===== config.mk =====
export PLATFORM = sky130hd
export DESIGN_NAME = homseq_core
export DESIGN_NICKNAME = d
export VERILOG_FILES = /design/src/homseq_pkg.sv /design/src/homseq_core.sv
export VERILOG_INCLUDE_DIRS = /design/src /design/src/src
export SDC_FILE = /design/constraint.sdc
export NUM_CORES = 2
export LEC_CHECK = 0
export BUFFER_PORTS_ARGS = -buffer_cell sky130_fd_sc_hd__buf_2
export CORE_ASPECT_RATIO = 1.5
export CORE_MARGIN = 3
export CORE_UTILIZATION = 30
export DETAILED_ROUTE_END_ITERATION = 16
export SLEW_MARGIN = 10
export SYNTH_ARGS = -nofsm -noshare
export SYNTH_HDL_FRONTEND = slang
export SYNTH_SLANG_ARGS = --single-unit

===== constraint.sdc =====
create_clock -name clk_i -period 9.3 [get_ports clk_i]
set_input_delay 0.93 -clock clk_i [delete_from_list [all_inputs] [get_ports clk_i]]
set_output_delay 0.93 -clock clk_i [all_outputs]
set_load 0.01 [all_outputs]

===== src/homseq_regs.svh =====
// Homing sequencer register map, field layout and reset values.
// Assumes inclusion by bare name from the design.
`ifndef HOMSEQ_REGS_SVH
`define HOMSEQ_REGS_SVH

// ----------------------------------------------------------------
// Register word offsets (byte addresses)
// ----------------------------------------------------------------
`define HS_CTRL_OFF 8'h00
`define HS_CFG_OFF 8'h04
`define HS_PRETRAV_OFF 8'h08
`define HS_SHIFT_OFF 8'h0C
`define HS_COORD_OFF 8'h10
`define HS_RANGE_OFF 8'h14
`define HS_PRESET_OFF 8'h18
`define HS_INTAMT_OFF 8'h1C
`define HS_DECEL_OFF 8'h20
`define HS_STOPPER_OFF 8'h24
`define HS_STATUS_OFF 8'h28
`define HS_POS_OFF 8'h2C
`define HS_SPEED_OFF 8'h30

// ----------------------------------------------------------------
// Configuration register field positions
// ----------------------------------------------------------------
`define HS_CFG_START_DIR 1:0
`define HS_CFG_HOME_DIR 2
`define HS_CFG_SHIFT_REF 6:4
`define HS_CFG_DECEL_REF 9:8
`define HS_CFG_EDGE 12
`define HS_CFG_CREEP_REV 13
`define HS_CFG_OT_ACT 14

// ----------------------------------------------------------------
// Reset values
// ----------------------------------------------------------------
`define HS_CFG_RST 32'h0000_0010
`define HS_SHIFT_RST 32'h0000_03E8
`define HS_INTAMT_RST 32'h0001_86A0
`define HS_DECEL_RST 32'h0000_03E8
`define HS_HOMING_SPD_RST 16'hC350
`define HS_CREEP_SPD_RST 16'h1388

// ----------------------------------------------------------------
// Timing: clock rate and stopper time unit
// ----------------------------------------------------------------
`define HS_CLK_HZ 50000000
`define HS_MS_CYCLES (`HS_CLK_HZ / 1000)

`endif


===== src/homseq_pkg.sv =====
// Homing sequencer types shared by the design.
// Assumes homseq_regs.svh carries the numeric constants.
package homseq_pkg;

    // Sequencer phases
    typedef enum logic [3:0] {
        HS_IDLE, HS_PRETRAVEL, HS_SEARCH, HS_CREEP, HS_BACKUP,
        HS_WAIT_INDEX, HS_SHIFT, HS_OT_DECEL, HS_DONE, HS_CANCEL
    } homseq_state_type;

    // Shift reference select codes
    typedef enum logic [2:0] {
        HS_REF_SWITCH, HS_REF_INDEX, HS_REF_POT, HS_REF_NOT,
        HS_REF_EXT, HS_REF_STOPPER
    } homseq_ref_type;

endpackage


===== src/homseq_core.sv =====
// Homing sequencer: drives a motion command through a homing profile.
// Assumes a position loop follows the dir/speed/run outputs and that
// pins are asynchronous; position counts arrive as step pulses.
//
// Added by the designer: the Wishbone slave port and the register addresses.
`timescale 1ns/100ps
`include "homseq_regs.svh"

module homseq_core (
    // Clock, reset, enable
    input wire logic clk_i,
    input wire logic rst_i,
    input wire logic ce_i,
    // Wishbone slave
    input wire logic wb_cyc_i,
    input wire logic wb_stb_i,
    input wire logic wb_we_i,
    input wire logic [7:0] wb_adr_i,
    input wire logic [3:0] wb_sel_i,
    input wire logic [31:0] wb_dat_i,
    output logic [31:0] wb_dat_o,
    output logic wb_ack_o,
    // Pins
    input wire logic homing_start_cmd_i,
    input wire logic home_limit_switch_i,
    input wire logic positive_overtravel_i,
    input wire logic negative_overtravel_i,
    input wire logic index_pulse_i,
    input wire logic external_input_i,
    input wire logic preset_cmd_i,
    input wire logic pos_step_i,
    input wire logic pos_dir_i,
    input wire logic torque_at_limit_i,
    // Motion command
    output logic run_o,
    output logic dir_reverse_o,
    output logic [15:0] speed_o,
    output logic [6:0] torque_limit_o,
    output logic homing_complete_o,
    output logic homing_cancel_o
);

    // ------------------------------------------------------------
    // Registers
    // ------------------------------------------------------------
    logic [31:0] cfg_act, pretrav, shift_amt, coord, det_range;
    logic [31:0] cfg_live = `HS_CFG_RST; // Survives rst_i, as a stored setting
    logic [31:0] preset_val, int_amt, decel_time, stopper;
    logic [31:0] speeds, third_tl;
    logic signed [31:0] position, target;
    logic [31:0] moved, timer;
    logic homed, int_active;
    homseq_pkg::homseq_state_type state;

    // ------------------------------------------------------------
    // Pin synchronisers, two flops each
    // ------------------------------------------------------------
    localparam int NPIN = 10;
    logic [NPIN-1:0] pin_raw, sync1, sync2, sync_d;
    assign pin_raw = {torque_at_limit_i, pos_dir_i, pos_step_i,
        preset_cmd_i, external_input_i, index_pulse_i,
        negative_overtravel_i, positive_overtravel_i,
        home_limit_switch_i, homing_start_cmd_i};
    genvar gi;
    generate
        for (gi = 0; gi < NPIN; gi++) begin : g_sync
            always_ff @(posedge clk_i) begin
                if (rst_i) begin
                    sync1[gi] <= 1'b0;
                    sync2[gi] <= 1'b0;
                    sync_d[gi] <= 1'b0;
                end else if (ce_i) begin
                    sync1[gi] <= pin_raw[gi];
                    sync2[gi] <= sync1[gi];
                    sync_d[gi] <= sync2[gi];
                end
            end
        end
    endgenerate
    wire start_rise = sync2[0] & ~sync_d[0];
    wire sw_lvl = sync2[1];
    wire pot = sync2[2];
    wire nott = sync2[3];
    wire idx_rise = sync2[4] & ~sync_d[4];
    wire ext_rise = sync2[5] & ~sync_d[5];
    wire preset_rise = sync2[6] & ~sync_d[6];
    wire step_rise = sync2[7] & ~sync_d[7];
    wire step_neg = sync2[8];
    wire torq_lim = sync2[9];

    // ------------------------------------------------------------
    // Active configuration decode
    // ------------------------------------------------------------
    wire [1:0] start_dir_sel = cfg_act[`HS_CFG_START_DIR];
    wire homing_dir_sel = cfg_act[`HS_CFG_HOME_DIR];
    wire [2:0] shift_ref_sel = cfg_act[`HS_CFG_SHIFT_REF];
    wire [1:0] decel_ref_sel = cfg_act[`HS_CFG_DECEL_REF];
    wire home_switch_edge_sel = cfg_act[`HS_CFG_EDGE];
    wire creep_reverse_en = cfg_act[`HS_CFG_CREEP_REV];
    wire ot_action_sel = cfg_act[`HS_CFG_OT_ACT];
    // Switch valid level chosen by edge select
    wire sw_valid = home_switch_edge_sel ? ~sw_lvl : sw_lvl;
    // Conditional start: head reverse if the switch already reads valid
    wire start_rev = (start_dir_sel == 2'd2) ? sw_valid
        : start_dir_sel[0];
    // Overtravel decel reference overrides homing direction
    wire home_rev = (decel_ref_sel == 2'd1) ? 1'b1
        : (decel_ref_sel == 2'd2) ? 1'b0 : homing_dir_sel;
    wire decel_hit = (decel_ref_sel == 2'd1) ? pot
        : (decel_ref_sel == 2'd2) ? nott : sw_valid;
    wire stop_hit = torq_lim && (timer >= stopper[15:0] * `HS_MS_CYCLES);
    wire shift_hit = (shift_ref_sel == 3'd0) ? sw_valid
        : (shift_ref_sel == 3'd2) ? pot
        : (shift_ref_sel == 3'd3) ? nott
        : (shift_ref_sel == 3'd4) ? ext_rise
        : (shift_ref_sel == 3'd5) ? stop_hit : 1'b0;
    wire index_mode = (shift_ref_sel == 3'd1);
    wire any_ref = decel_hit | shift_hit;
    wire moving = (state != homseq_pkg::HS_IDLE)
        && (state != homseq_pkg::HS_DONE)
        && (state != homseq_pkg::HS_CANCEL);
    wire ot_fault = ((pot & ~dir_reverse_o) | (nott & dir_reverse_o))
        && moving && state != homseq_pkg::HS_OT_DECEL
        && !(index_mode && decel_ref_sel != 2'd0)
        && shift_ref_sel != 3'd2 && shift_ref_sel != 3'd3;
    // Decel time in cycles, with decel_time counted in 0.1 ms steps
    wire [31:0] decel_cyc = 32'(decel_time * (`HS_MS_CYCLES / 10));
    wire signed [31:0] diff = position - coord;
    wire [31:0] abs_diff = diff[31] ? 32'(-diff) : 32'(diff);
    wire in_range = (det_range == 32'h0) || (abs_diff <= det_range);

    // ------------------------------------------------------------
    // Wishbone decode, one registered ack per request, a cycle after it
    // ------------------------------------------------------------
    wire wb_req = wb_cyc_i & wb_stb_i & ~wb_ack_o;
    wire wb_wr = wb_req & wb_we_i & (wb_sel_i == 4'hF);
    logic [31:0] rd_mux;
    always_comb begin
        unique case (wb_adr_i)
            `HS_CFG_OFF: rd_mux = cfg_live;
            `HS_PRETRAV_OFF: rd_mux = pretrav;
            `HS_SHIFT_OFF: rd_mux = shift_amt;
            `HS_COORD_OFF: rd_mux = coord;
            `HS_RANGE_OFF: rd_mux = det_range;
            `HS_PRESET_OFF: rd_mux = preset_val;
            `HS_INTAMT_OFF: rd_mux = int_amt;
            `HS_DECEL_OFF: rd_mux = decel_time;
            `HS_STOPPER_OFF: rd_mux = stopper;
            `HS_STATUS_OFF: rd_mux = {24'h0, homed, int_active,
                2'h0, 4'(state)};
            `HS_POS_OFF: rd_mux = position;
            `HS_SPEED_OFF: rd_mux = speeds;
            default: rd_mux = 32'h0;
        endcase
    end

    // Bus ack and read data
    always_ff @(posedge clk_i) begin
        if (rst_i) begin
            wb_ack_o <= 1'b0;
            wb_dat_o <= 32'h0;
        end else if (ce_i) begin
            wb_ack_o <= wb_req;
            wb_dat_o <= wb_req ? rd_mux : 32'h0;
        end
    end
    // Settings; cfg copies to the active set only at reset
    always_ff @(posedge clk_i) begin
        if (rst_i) begin
            cfg_act <= cfg_live;
            pretrav <= 32'h0;
            shift_amt <= `HS_SHIFT_RST;
            coord <= 32'h0;
            det_range <= 32'h0;
            preset_val <= 32'h0;
            int_amt <= `HS_INTAMT_RST;
            decel_time <= `HS_DECEL_RST;
            stopper <= 32'h0;
            speeds <= {`HS_CREEP_SPD_RST, `HS_HOMING_SPD_RST};
            third_tl <= 32'h0;
        end else if (ce_i && wb_wr) begin
            unique case (wb_adr_i)
                `HS_CFG_OFF: cfg_live <= wb_dat_i;
                `HS_PRETRAV_OFF: pretrav <= {1'b0, wb_dat_i[30:0]};
                `HS_SHIFT_OFF: shift_amt <= {1'b0, wb_dat_i[30:0]};
                `HS_COORD_OFF: coord <= wb_dat_i;
                `HS_RANGE_OFF: det_range <= {1'b0, wb_dat_i[30:0]};
                `HS_PRESET_OFF: preset_val <= wb_dat_i;
                `HS_INTAMT_OFF: int_amt <= wb_dat_i;
                `HS_DECEL_OFF: decel_time <= wb_dat_i;
                `HS_STOPPER_OFF: stopper <= wb_dat_i;
                `HS_SPEED_OFF: speeds <= wb_dat_i;
                `HS_CTRL_OFF: third_tl <= wb_dat_i;
                default: ;
            endcase
        end
    end

    // ------------------------------------------------------------
    // Sequencer
    // ------------------------------------------------------------
    always_ff @(posedge clk_i) begin
        if (rst_i) begin
            state <= homseq_pkg::HS_IDLE;
            run_o <= 1'b0;
            dir_reverse_o <= 1'b0;
            speed_o <= 16'h0;
            torque_limit_o <= 7'h64;
            homing_cancel_o <= 1'b0;
            homed <= 1'b0;
            moved <= 32'h0;
            timer <= 32'h0;
            position <= 32'sh0;
            target <= 32'sh0;
            int_active <= 1'b0;
        end else if (ce_i) begin
            // Position follows the encoder step pulses
            if (step_rise)
                position <= step_neg ? position - 1 : position + 1;
            if (step_rise && moving)
                moved <= moved + 32'h1;
            timer <= (torq_lim || state == homseq_pkg::HS_OT_DECEL)
                ? timer + 32'h1 : 32'h0;
            // Interrupt positioning runs outside homing
            if (!moving && ext_rise && shift_ref_sel != 3'd4) begin
                int_active <= 1'b1;
                target <= position + int_amt;
                run_o <= 1'b1;
                speed_o <= speeds[15:0];
            end else if (int_active && position == target) begin
                int_active <= 1'b0;
                run_o <= 1'b0;
            end
            if (preset_rise && !moving)
                position <= preset_val;
            unique case (state)
                homseq_pkg::HS_IDLE, homseq_pkg::HS_DONE,
                homseq_pkg::HS_CANCEL: begin
                    if (start_rise && !int_active) begin
                        homed <= 1'b0;
                        homing_cancel_o <= 1'b0;
                        moved <= 32'h0;
                        run_o <= 1'b1;
                        torque_limit_o <= (shift_ref_sel == 3'd5)
                            ? stopper[22:16] : 7'h64;
                        speed_o <= speeds[15:0];
                        if (pretrav != 32'h0) begin
                            dir_reverse_o <= ~start_rev;
                            state <= homseq_pkg::HS_PRETRAVEL;
                        end else begin
                            dir_reverse_o <= start_rev;
                            state <= homseq_pkg::HS_SEARCH;
                        end
                    end
                end
                homseq_pkg::HS_PRETRAVEL: begin
                    if (any_ref) begin
                        dir_reverse_o <= home_rev;
                        speed_o <= speeds[31:16];
                        state <= homseq_pkg::HS_CREEP;
                    end else if (moved >= pretrav) begin
                        dir_reverse_o <= start_rev;
                        state <= homseq_pkg::HS_SEARCH;
                    end
                end
                homseq_pkg::HS_SEARCH: begin
                    if (ot_fault) begin
                        timer <= 32'h0;
                        state <= homseq_pkg::HS_OT_DECEL;
                    end else if (shift_hit && creep_reverse_en) begin
                        dir_reverse_o <= ~home_rev;
                        state <= homseq_pkg::HS_BACKUP;
                    end else if (decel_hit || shift_hit) begin
                        dir_reverse_o <= home_rev;
                        speed_o <= speeds[31:16];
                        state <= homseq_pkg::HS_CREEP;
                    end
                end
                homseq_pkg::HS_OT_DECEL: begin
                    speed_o <= 16'h0;
                    if (ot_action_sel) begin
                        torque_limit_o <= third_tl[6:0];
                        run_o <= 1'b0;
                        homing_cancel_o <= 1'b1;
                        state <= homseq_pkg::HS_CANCEL;
                    end else if (timer >= decel_cyc || decel_cyc == 0) begin
                        dir_reverse_o <= ~dir_reverse_o;
                        speed_o <= speeds[15:0];
                        state <= homseq_pkg::HS_SEARCH;
                    end
                end
                homseq_pkg::HS_BACKUP: begin
                    if (!shift_hit && !sw_valid) begin
                        dir_reverse_o <= home_rev;
                        speed_o <= speeds[31:16];
                        state <= homseq_pkg::HS_CREEP;
                    end
                end
                homseq_pkg::HS_CREEP: begin
                    if (index_mode) begin
                        state <= homseq_pkg::HS_WAIT_INDEX;
                    end else if (shift_hit) begin
                        moved <= 32'h0;
                        state <= homseq_pkg::HS_SHIFT;
                    end
                end
                homseq_pkg::HS_WAIT_INDEX: begin
                    if (idx_rise) begin
                        moved <= 32'h0;
                        state <= homseq_pkg::HS_SHIFT;
                    end
                end
                homseq_pkg::HS_SHIFT: begin
                    if (moved >= shift_amt) begin
                        run_o <= 1'b0;
                        position <= coord;
                        homed <= 1'b1;
                        state <= homseq_pkg::HS_DONE;
                    end
                end
            endcase
            if (ot_fault)
                state <= homseq_pkg::HS_OT_DECEL;
        end
    end
    // Completion output gated by detection range
    always_ff @(posedge clk_i) begin
        if (rst_i)
            homing_complete_o <= 1'b0;
        else if (ce_i)
            homing_complete_o <= homed && in_range;
    end

    // ------------------------------------------------------------
    // Checks
    // ------------------------------------------------------------
    ack_one_cycle_a: assert property (@(posedge clk_i) disable iff (rst_i)
        wb_ack_o && ce_i |=> !wb_ack_o)
        else $error("ack held too long");
    start_pretravel_a: assert property (@(posedge clk_i)
        disable iff (rst_i) state == homseq_pkg::HS_IDLE && start_rise
        && ce_i && pretrav != 0 && !int_active
        |=> state == homseq_pkg::HS_PRETRAVEL)
        else $error("pretravel not entered");
    pretrav_ref_a: assert property (@(posedge clk_i)
        disable iff (rst_i) state == homseq_pkg::HS_PRETRAVEL && ce_i
        && any_ref && !ot_fault |=> state == homseq_pkg::HS_CREEP)
        else $error("ref during pretravel ignored");
    shift_done_a: assert property (@(posedge clk_i)
        disable iff (rst_i) state == homseq_pkg::HS_SHIFT && ce_i
        && moved >= shift_amt |=> position == $past(coord) && homed)
        else $error("completion coordinate not loaded");
    cancel_stop_a: assert property (@(posedge clk_i)
        disable iff (rst_i) state == homseq_pkg::HS_OT_DECEL && ce_i
        && ot_action_sel |=> !run_o && homing_cancel_o)
        else $error("overtravel cancel failed");
    complete_gate_a: assert property (@(posedge clk_i)
        disable iff (rst_i) homing_complete_o |-> $past(homed))
        else $error("complete without homing");
    index_wait_a: assert property (@(posedge clk_i)
        disable iff (rst_i) state == homseq_pkg::HS_WAIT_INDEX && ce_i
        && !idx_rise && !ot_fault |=> state == homseq_pkg::HS_WAIT_INDEX)
        else $error("shift began without index");
    busy_ignore_a: assert property (@(posedge clk_i)
        disable iff (rst_i) state == homseq_pkg::HS_SHIFT && start_rise && ce_i
        && moved < shift_amt && !ot_fault |=> state == homseq_pkg::HS_SHIFT)
        else $error("restart during sequence");
    cover_done_c: cover property (@(posedge clk_i)
        state == homseq_pkg::HS_DONE);
    cover_cancel_c: cover property (@(posedge clk_i)
        state == homseq_pkg::HS_CANCEL);
    cover_backup_c: cover property (@(posedge clk_i)
        state == homseq_pkg::HS_BACKUP);
endmodule


== After elaboration in Yosys (flattened, before gate mapping) ==
Index checks and enable logic that the tools add are counted.
W data, S select, Z words.

* Add/subtract/negate cells: 7
* Multiply operators: 2
* Div/mod/pow operators: 0
* Order comparisons: 5
* Equality and inequality tests: 54
* Shift-type cells: 0
* Multiplexer cells: 81
* Bitwise operators: 24
* Reductions and logical operators: 58

{| class="wikitable"
|+ Operators by type and width
! kind !! number
|-
| $mux W32 || 15
|-
| $pmux W32 S12 || 1
|-
| $mux W16 || 9
|-
| $pmux W32 S3 || 1
|-
| $pmux W16 S5 || 1
|-
| $add A32 B1 Y32 const B || 2
|-
| $ge A32 B31 Y1 || 2
|-
| $ge A32 B32 Y1 || 2
|-
| $logic_not A32 Y1 || 2
|-
| $mux W4 || 13
|-
| $eq A8 B6 Y1 const B || 5
|-
| $add A32 B2 Y32 const B || 1
|-
| $add A32 B32 Y32 || 1
|-
| $eq A32 B32 Y1 || 1
|-
| $eq A8 B5 Y1 const B || 4
|-
| $le A32 B31 Y1 || 1
|-
| $mul A32 B10 Y29 const B || 1
|-
| $neg A32 Y32 || 1
|-
| $pmux W4 S8 || 1
|-
| $reduce_bool A32 Y1 || 1
|-
| $sub A32 B2 Y32 const B || 1
|-
| $sub A32 B32 Y32 || 1
|-
| $mux W1 || 31
|-
| $mul A16 B12 Y28 const B || 1
|-
| 40 further kinds || 132
|}

* Bits in registers: 558
* Bits in latches: 0
* Memory bits (writable): 0
* Bits in read-only memories: 0
* Bits of input ports: 60
* Output and inout port bits: 60
* Word-level logic and storage cells: 283
* Memories: 0

== Longest topological paths before layout ==
* Depth in word-level cells: 13
* Gate-level depth with buffers: 33
* Gate-level depth less buffers: 32

== Worst setup path after synthesis ==
Ideal clock, no wire load.

* Path kind: register to register
* Start: reg decel_time[5]
* End: reg speed_o[11]
* Setup time: 134 ps
* Arrival: 6,710 ps
* Required time: 9,166 ps
* Setup slack: 2,456 ps
* Cell stages (with the launch flop): 31
* Buffers on the path: 1
* Clock period less this slack: 6,844 ps
* Cell sequence: dfxtp_1 fa_1 ha_1 inv_1 fa_1 inv_1 ha_1 inv_1 fa_1 inv_1 ha_1 a21oi_1 and3b_1 a21oi_1 o31ai_2 nand3_1 a31o_2 a21o_1 xnor2_1 inv_1 ha_1 a21oi_1 o21ai_0 a21o_1 a21oi_1 nand2_1 o21ai_0 o22ai_1 clkbuf_1 o21ai_0 a211oi_1

* Word-level cells in the longest chain between the ends: 6
* Elaborated cells between the ends (all ways): 7
* Those cells by class: 1 x mul; 1 x order compare; 3 x mux; 2 x reduce/logical

{| class="wikitable"
|+ RTL lines
! what !! line !! text
|-
| start, declared || homseq_core.sv:48 || <nowiki>logic [31:0] preset_val, int_amt, decel_time, stopper;</nowiki>
|-
| start signal, assigned || homseq_core.sv:177 || <nowiki>decel_time <= `HS_DECEL_RST;</nowiki>
|-
| start signal, assigned || homseq_core.sv:190 || <nowiki>`HS_DECEL_OFF: decel_time <= wb_dat_i;</nowiki>
|-
| $mul A32 B10 Y29 * || homseq_core.sv:127 || <nowiki>wire [31:0] decel_cyc = 32'(decel_time * (`HS_MS_CYCLES / 10));</nowiki>
|-
| $ge A32 B32 Y1 or $logic_not A32 Y1 (tied branches) || homseq_core.sv:286 || <nowiki>end else if (timer >= decel_cyc || decel_cyc == 0) begin</nowiki>
|-
| $logic_or A1 B1 Y1 * || homseq_core.sv:286 ||
|-
| $mux W16 * || homseq_core.sv:286 ||
|-
| $mux W16 * || homseq_core.sv:281 || <nowiki>if (ot_action_sel) begin</nowiki>
|-
| $pmux W16 S5 * || homseq_core.sv:236 || <nowiki>unique case (state)</nowiki>
|-
| end signal, assigned || homseq_core.sv:246 || <nowiki>speed_o <= speeds[15:0];</nowiki>
|-
| end signal, assigned || homseq_core.sv:288 || <nowiki>speed_o <= speeds[15:0];</nowiki>
|-
| end signal, assigned || homseq_core.sv:295 || <nowiki>speed_o <= speeds[31:16];</nowiki>
|-
| end, declared || homseq_core.sv:37 || <nowiki>output logic [15:0] speed_o,</nowiki>
|}

Mark *: on every way between the ends. The rest lies on a longest branch, timed or not.
A chain may end at the register's enable or synchronous reset.

== Worst setup path after layout ==
* Start: reg decel_time[4]
* End: reg speed_o[12]

The elaborated chain is that of the path after synthesis.

==> results.md <==
- Number of port buffers: 119
- DRC errors left: 0
- Global-route wire length before repair: 242,000 µm
- Synth Flop Type: dfxtp_1
- Die Y: between 400 and 500 µm
- CTS Hold Bufs: 0
- Hold Crit Class: reg2reg
- Die span in x: just over 300 µm
- PD cells: around 140 nW/µm²
- Total detailed-routing wirelength: 166,000 µm
- FF-to-FF End: speed_o[12]
- Number of global-route vias before repair: roughly 37,000
- CTS Sinks: between 500 and 600
- H-tree depth: 2
- Clk Tree Root Cell: clkbuf_16
- Reg-to-Reg Start: decel_time[4]
- Hold_sp: stopper[31]
- CP max FO: 14
- Synthesized area: 40,100 µm²
- Register area share after synthesis: 0.287
- Peak Freq: 0.123 GHz
- Inst Count DP: about 6,700
- 1st-iter DRT viols: about 3,900
- Critical Path End Type: register
- Top post-synthesis cells by area: dfxtp_1 (26%), ha_1 (13%), nand2_1 (7.6%)
- Leading area contributor after synthesis: dfxtp_1
- Detail-routed via count per cell: between 5 and 6
- Worst Path Required: 9860 ps
- Async set-reset flop share out of synthesis: 0
- Initial core utilization: 0.303
- Hold EP: stopper[31]
- Leak Pwr: roughly 18 nW
- Netlist cell types: 99
- Initial antenna violation count: 12
- Worst R2R Path Depth: 30
- Core ar.: 132,000 µm²
- Hold Path Depth: 2
- Post-synth EDFFs: 43
- Yosys warnings: 0
- Routed WL per cell: between 20 and 25 µm
- Post-CTS setup buffer count: 0
- CTS clock-pin slew for the worst setup and hold paths: ~70 ps
- Area grow syn2layout: 10.7%
- DRT antenna net count: 0
- Top cell type's share of synthesized area: 0.255
- Reg2reg setup slack: about 1200 ps
- Worst Path Class, Setup: reg2reg
- Crit path from: decel_time[4]
- Fill count: approximately 14,000
- Most frequent cells in the layout: nand2_1 (810), a21oi_1 (535), dfxtp_1 (511)
- Share of layout cells above drive strength 1: 0.0719
- Max Slew Vio Count: 0
- Worst setup SP type: register
- CP max stage delay: about 900 ps
- Gr ovfl total: 0
- Detailed Routing Iterations Pass 1: 12
- CTS tree: done
- Hold Vio Cnt, Final: 0
- Full die area: around 140,000 µm²
- Io pins: 120
- HPWL after DPL: about 130,000 µm
- Mapped Cells: just over 5,000
- Site Rows: roughly 160
- Final period util: 0.873
- Outcome: finished, final reports clean
- Final Non-Filler Cells: ~6,800
- Slowest CP cell: o22ai_1
- Worst-case clock buffer depth: 3
- Tot GR Track Use: 0.232
- Number of synthesized register bits: 554
- RSZ-0062 raised after global routing: false
- Setup-failing EPs final: 0
- Setup tns final: 0 ps
- CTS-repair resized insts: 0
- Crit-path most repeated cell: inv_1
- Most common cell after layout, fill and taps aside: nand2_1
- Nets: 5,623
- Clk Latency, worst-skew pair: 690 ps
- VDD IR max: around 0.14 mV
- Via Count: between 30,000 and 40,000
- Measured slew at the worst slew-check pin: around 1200 ps
- Max-cap viol count: 0
- Clk_skew: 38.0 ps
- Syn nets: 5,640
- Min Tclk post-route: about 8000 ps
- Largest net degree at the start of global routing: 136
- Post-synthesis average cell area: between 7 and 8 µm²
- Worst path arrival time: between 8000 and 9000 ps
- Slew margin rel.: 0.206
- Total CTS buffers: 56
- Routability cong.: between 0.9 and 1
[worst max path at each step]
stage	slack, ps	cells past startpoint	end
after global placement	1340	30	speed_o[2]
final	1190	30	speed_o[12]
after detailed placement	1310	30	speed_o[6]
after CTS	1260	30	speed_o[6]
after global routing	720	30	speed_o[2]
after floorplan	2460	30	speed_o[11]
[where the power goes]
group | switching [W] | internal, W
Clock | 0.00109 | 0.00127
Sequential | 0.0000888 | 0.00245
Combinational | 0.000772 | 0.000432
[registers in the layout, indices dropped and copies added (netlist names), 10 cells and up]
| signal | count |
|---|---|
| cfg_live | 32 |
| coord | 32 |
| decel_time | 32 |
| int_amt | 32 |
| moved | 32 |
| position | 32 |
| preset_val | 32 |
| speeds | 32 |
| stopper | 32 |
| target | 32 |
| timer | 32 |
| wb_dat_o | 32 |
| det_range | 31 |
| pretrav | 31 |
| shift_amt | 31 |
| speed_o | 16 |
| cfg_act | 11 |
| sync1 | 10 |
[through the flow]
step	total power [W]	hold slack [ps]	utilization	setup WS (ps)	cell area, µm²
2_1_floorplan	0.00335	425	-	2460	40100
4_1_cts	0.00611	456	0.336	1260	44400
3_5_place_dp	0.00377	445	0.322	1310	42500
6_report	0.00611	458	0.336	1190	44400
3_3_place_gp	0.00376	433	0.322	1340	42500
5_1_grt	0.00631	474	0.336	722	44400
[layer usage]
layer  wire (µm)  up-vias  track usage
li1            -    17700            -
met1       59100    18300        0.253
met2       79300     1715        0.401
met3       11800      518       0.0350
met4       15600        8        0.186
met5          48        -            0
[worst max-delay path, delay by kind of cell (launching register included)]
kind                       cells  cell delay, ps
and+or+nand+nor                3             470
DFF                            1             600
adders and majority gates      7            2770
xor gates and xnor gates       1             550
buffers and inverters          6             470
AOI/OAI and AO/OA             13            3140
[Yosys cell counts (24+ instances only)]
| cell type | number |
|---|---|
| a31oi_1 | 24 |
| a221oi_1 | 44 |
| ha_1 | 427 |
| xor2_1 | 125 |
| nor2b_1 | 33 |
| dfxtp_1 | 511 |
| mux2i_1 | 51 |
| xnor2_1 | 109 |
| nor3_1 | 87 |
| nand2b_1 | 29 |
| a21oi_1 | 535 |
| a22oi_1 | 32 |
| nand4_1 | 52 |
| inv_1 | 491 |
| a211oi_1 | 74 |
| o211ai_1 | 35 |
| o21ai_0 | 155 |
| edfxtp_1 | 43 |
| a21o_1 | 95 |
| and3_1 | 40 |
| nor2_1 | 339 |
| nand2_1 | 814 |
| nand3_1 | 98 |
| o21a_1 | 38 |
| fa_1 | 102 |
| a222oi_1 | 87 |
| clkbuf_1 | 245 |
| nor4_1 | 38 |
[cell families after synthesis]
family | Yosys count | share of synthesized area
and+or+nand+nor | 1644 | 0.183
buffers and inverters | 747 | 0.0702
adders and majority gates | 530 | 0.184
muxes | 62 | 0.0158
xor gates and xnor gates | 234 | 0.0511
DFF | 554 | 0.287
AOI/OAI and AO/OA | 1280 | 0.208
[cell type report]
class / count / area [µm²] / area share
repair buffers: 179 / 1070 / 0.0242
multi-input cells: 3750 / 25900 / 0.584
flip-flops and latches: 554 / 11500 / 0.260
inverters: 493 / 1850 / 0.0417
diodes: 6 / 15.0 / 0.000338
clock buffers: 77 / 1610 / 0.0363
clock inverters: 27 / 240 / 0.00541
well taps: 1732 / 2170 / 0.0488
Note: power is estimated with default switching activity, not from simulation.
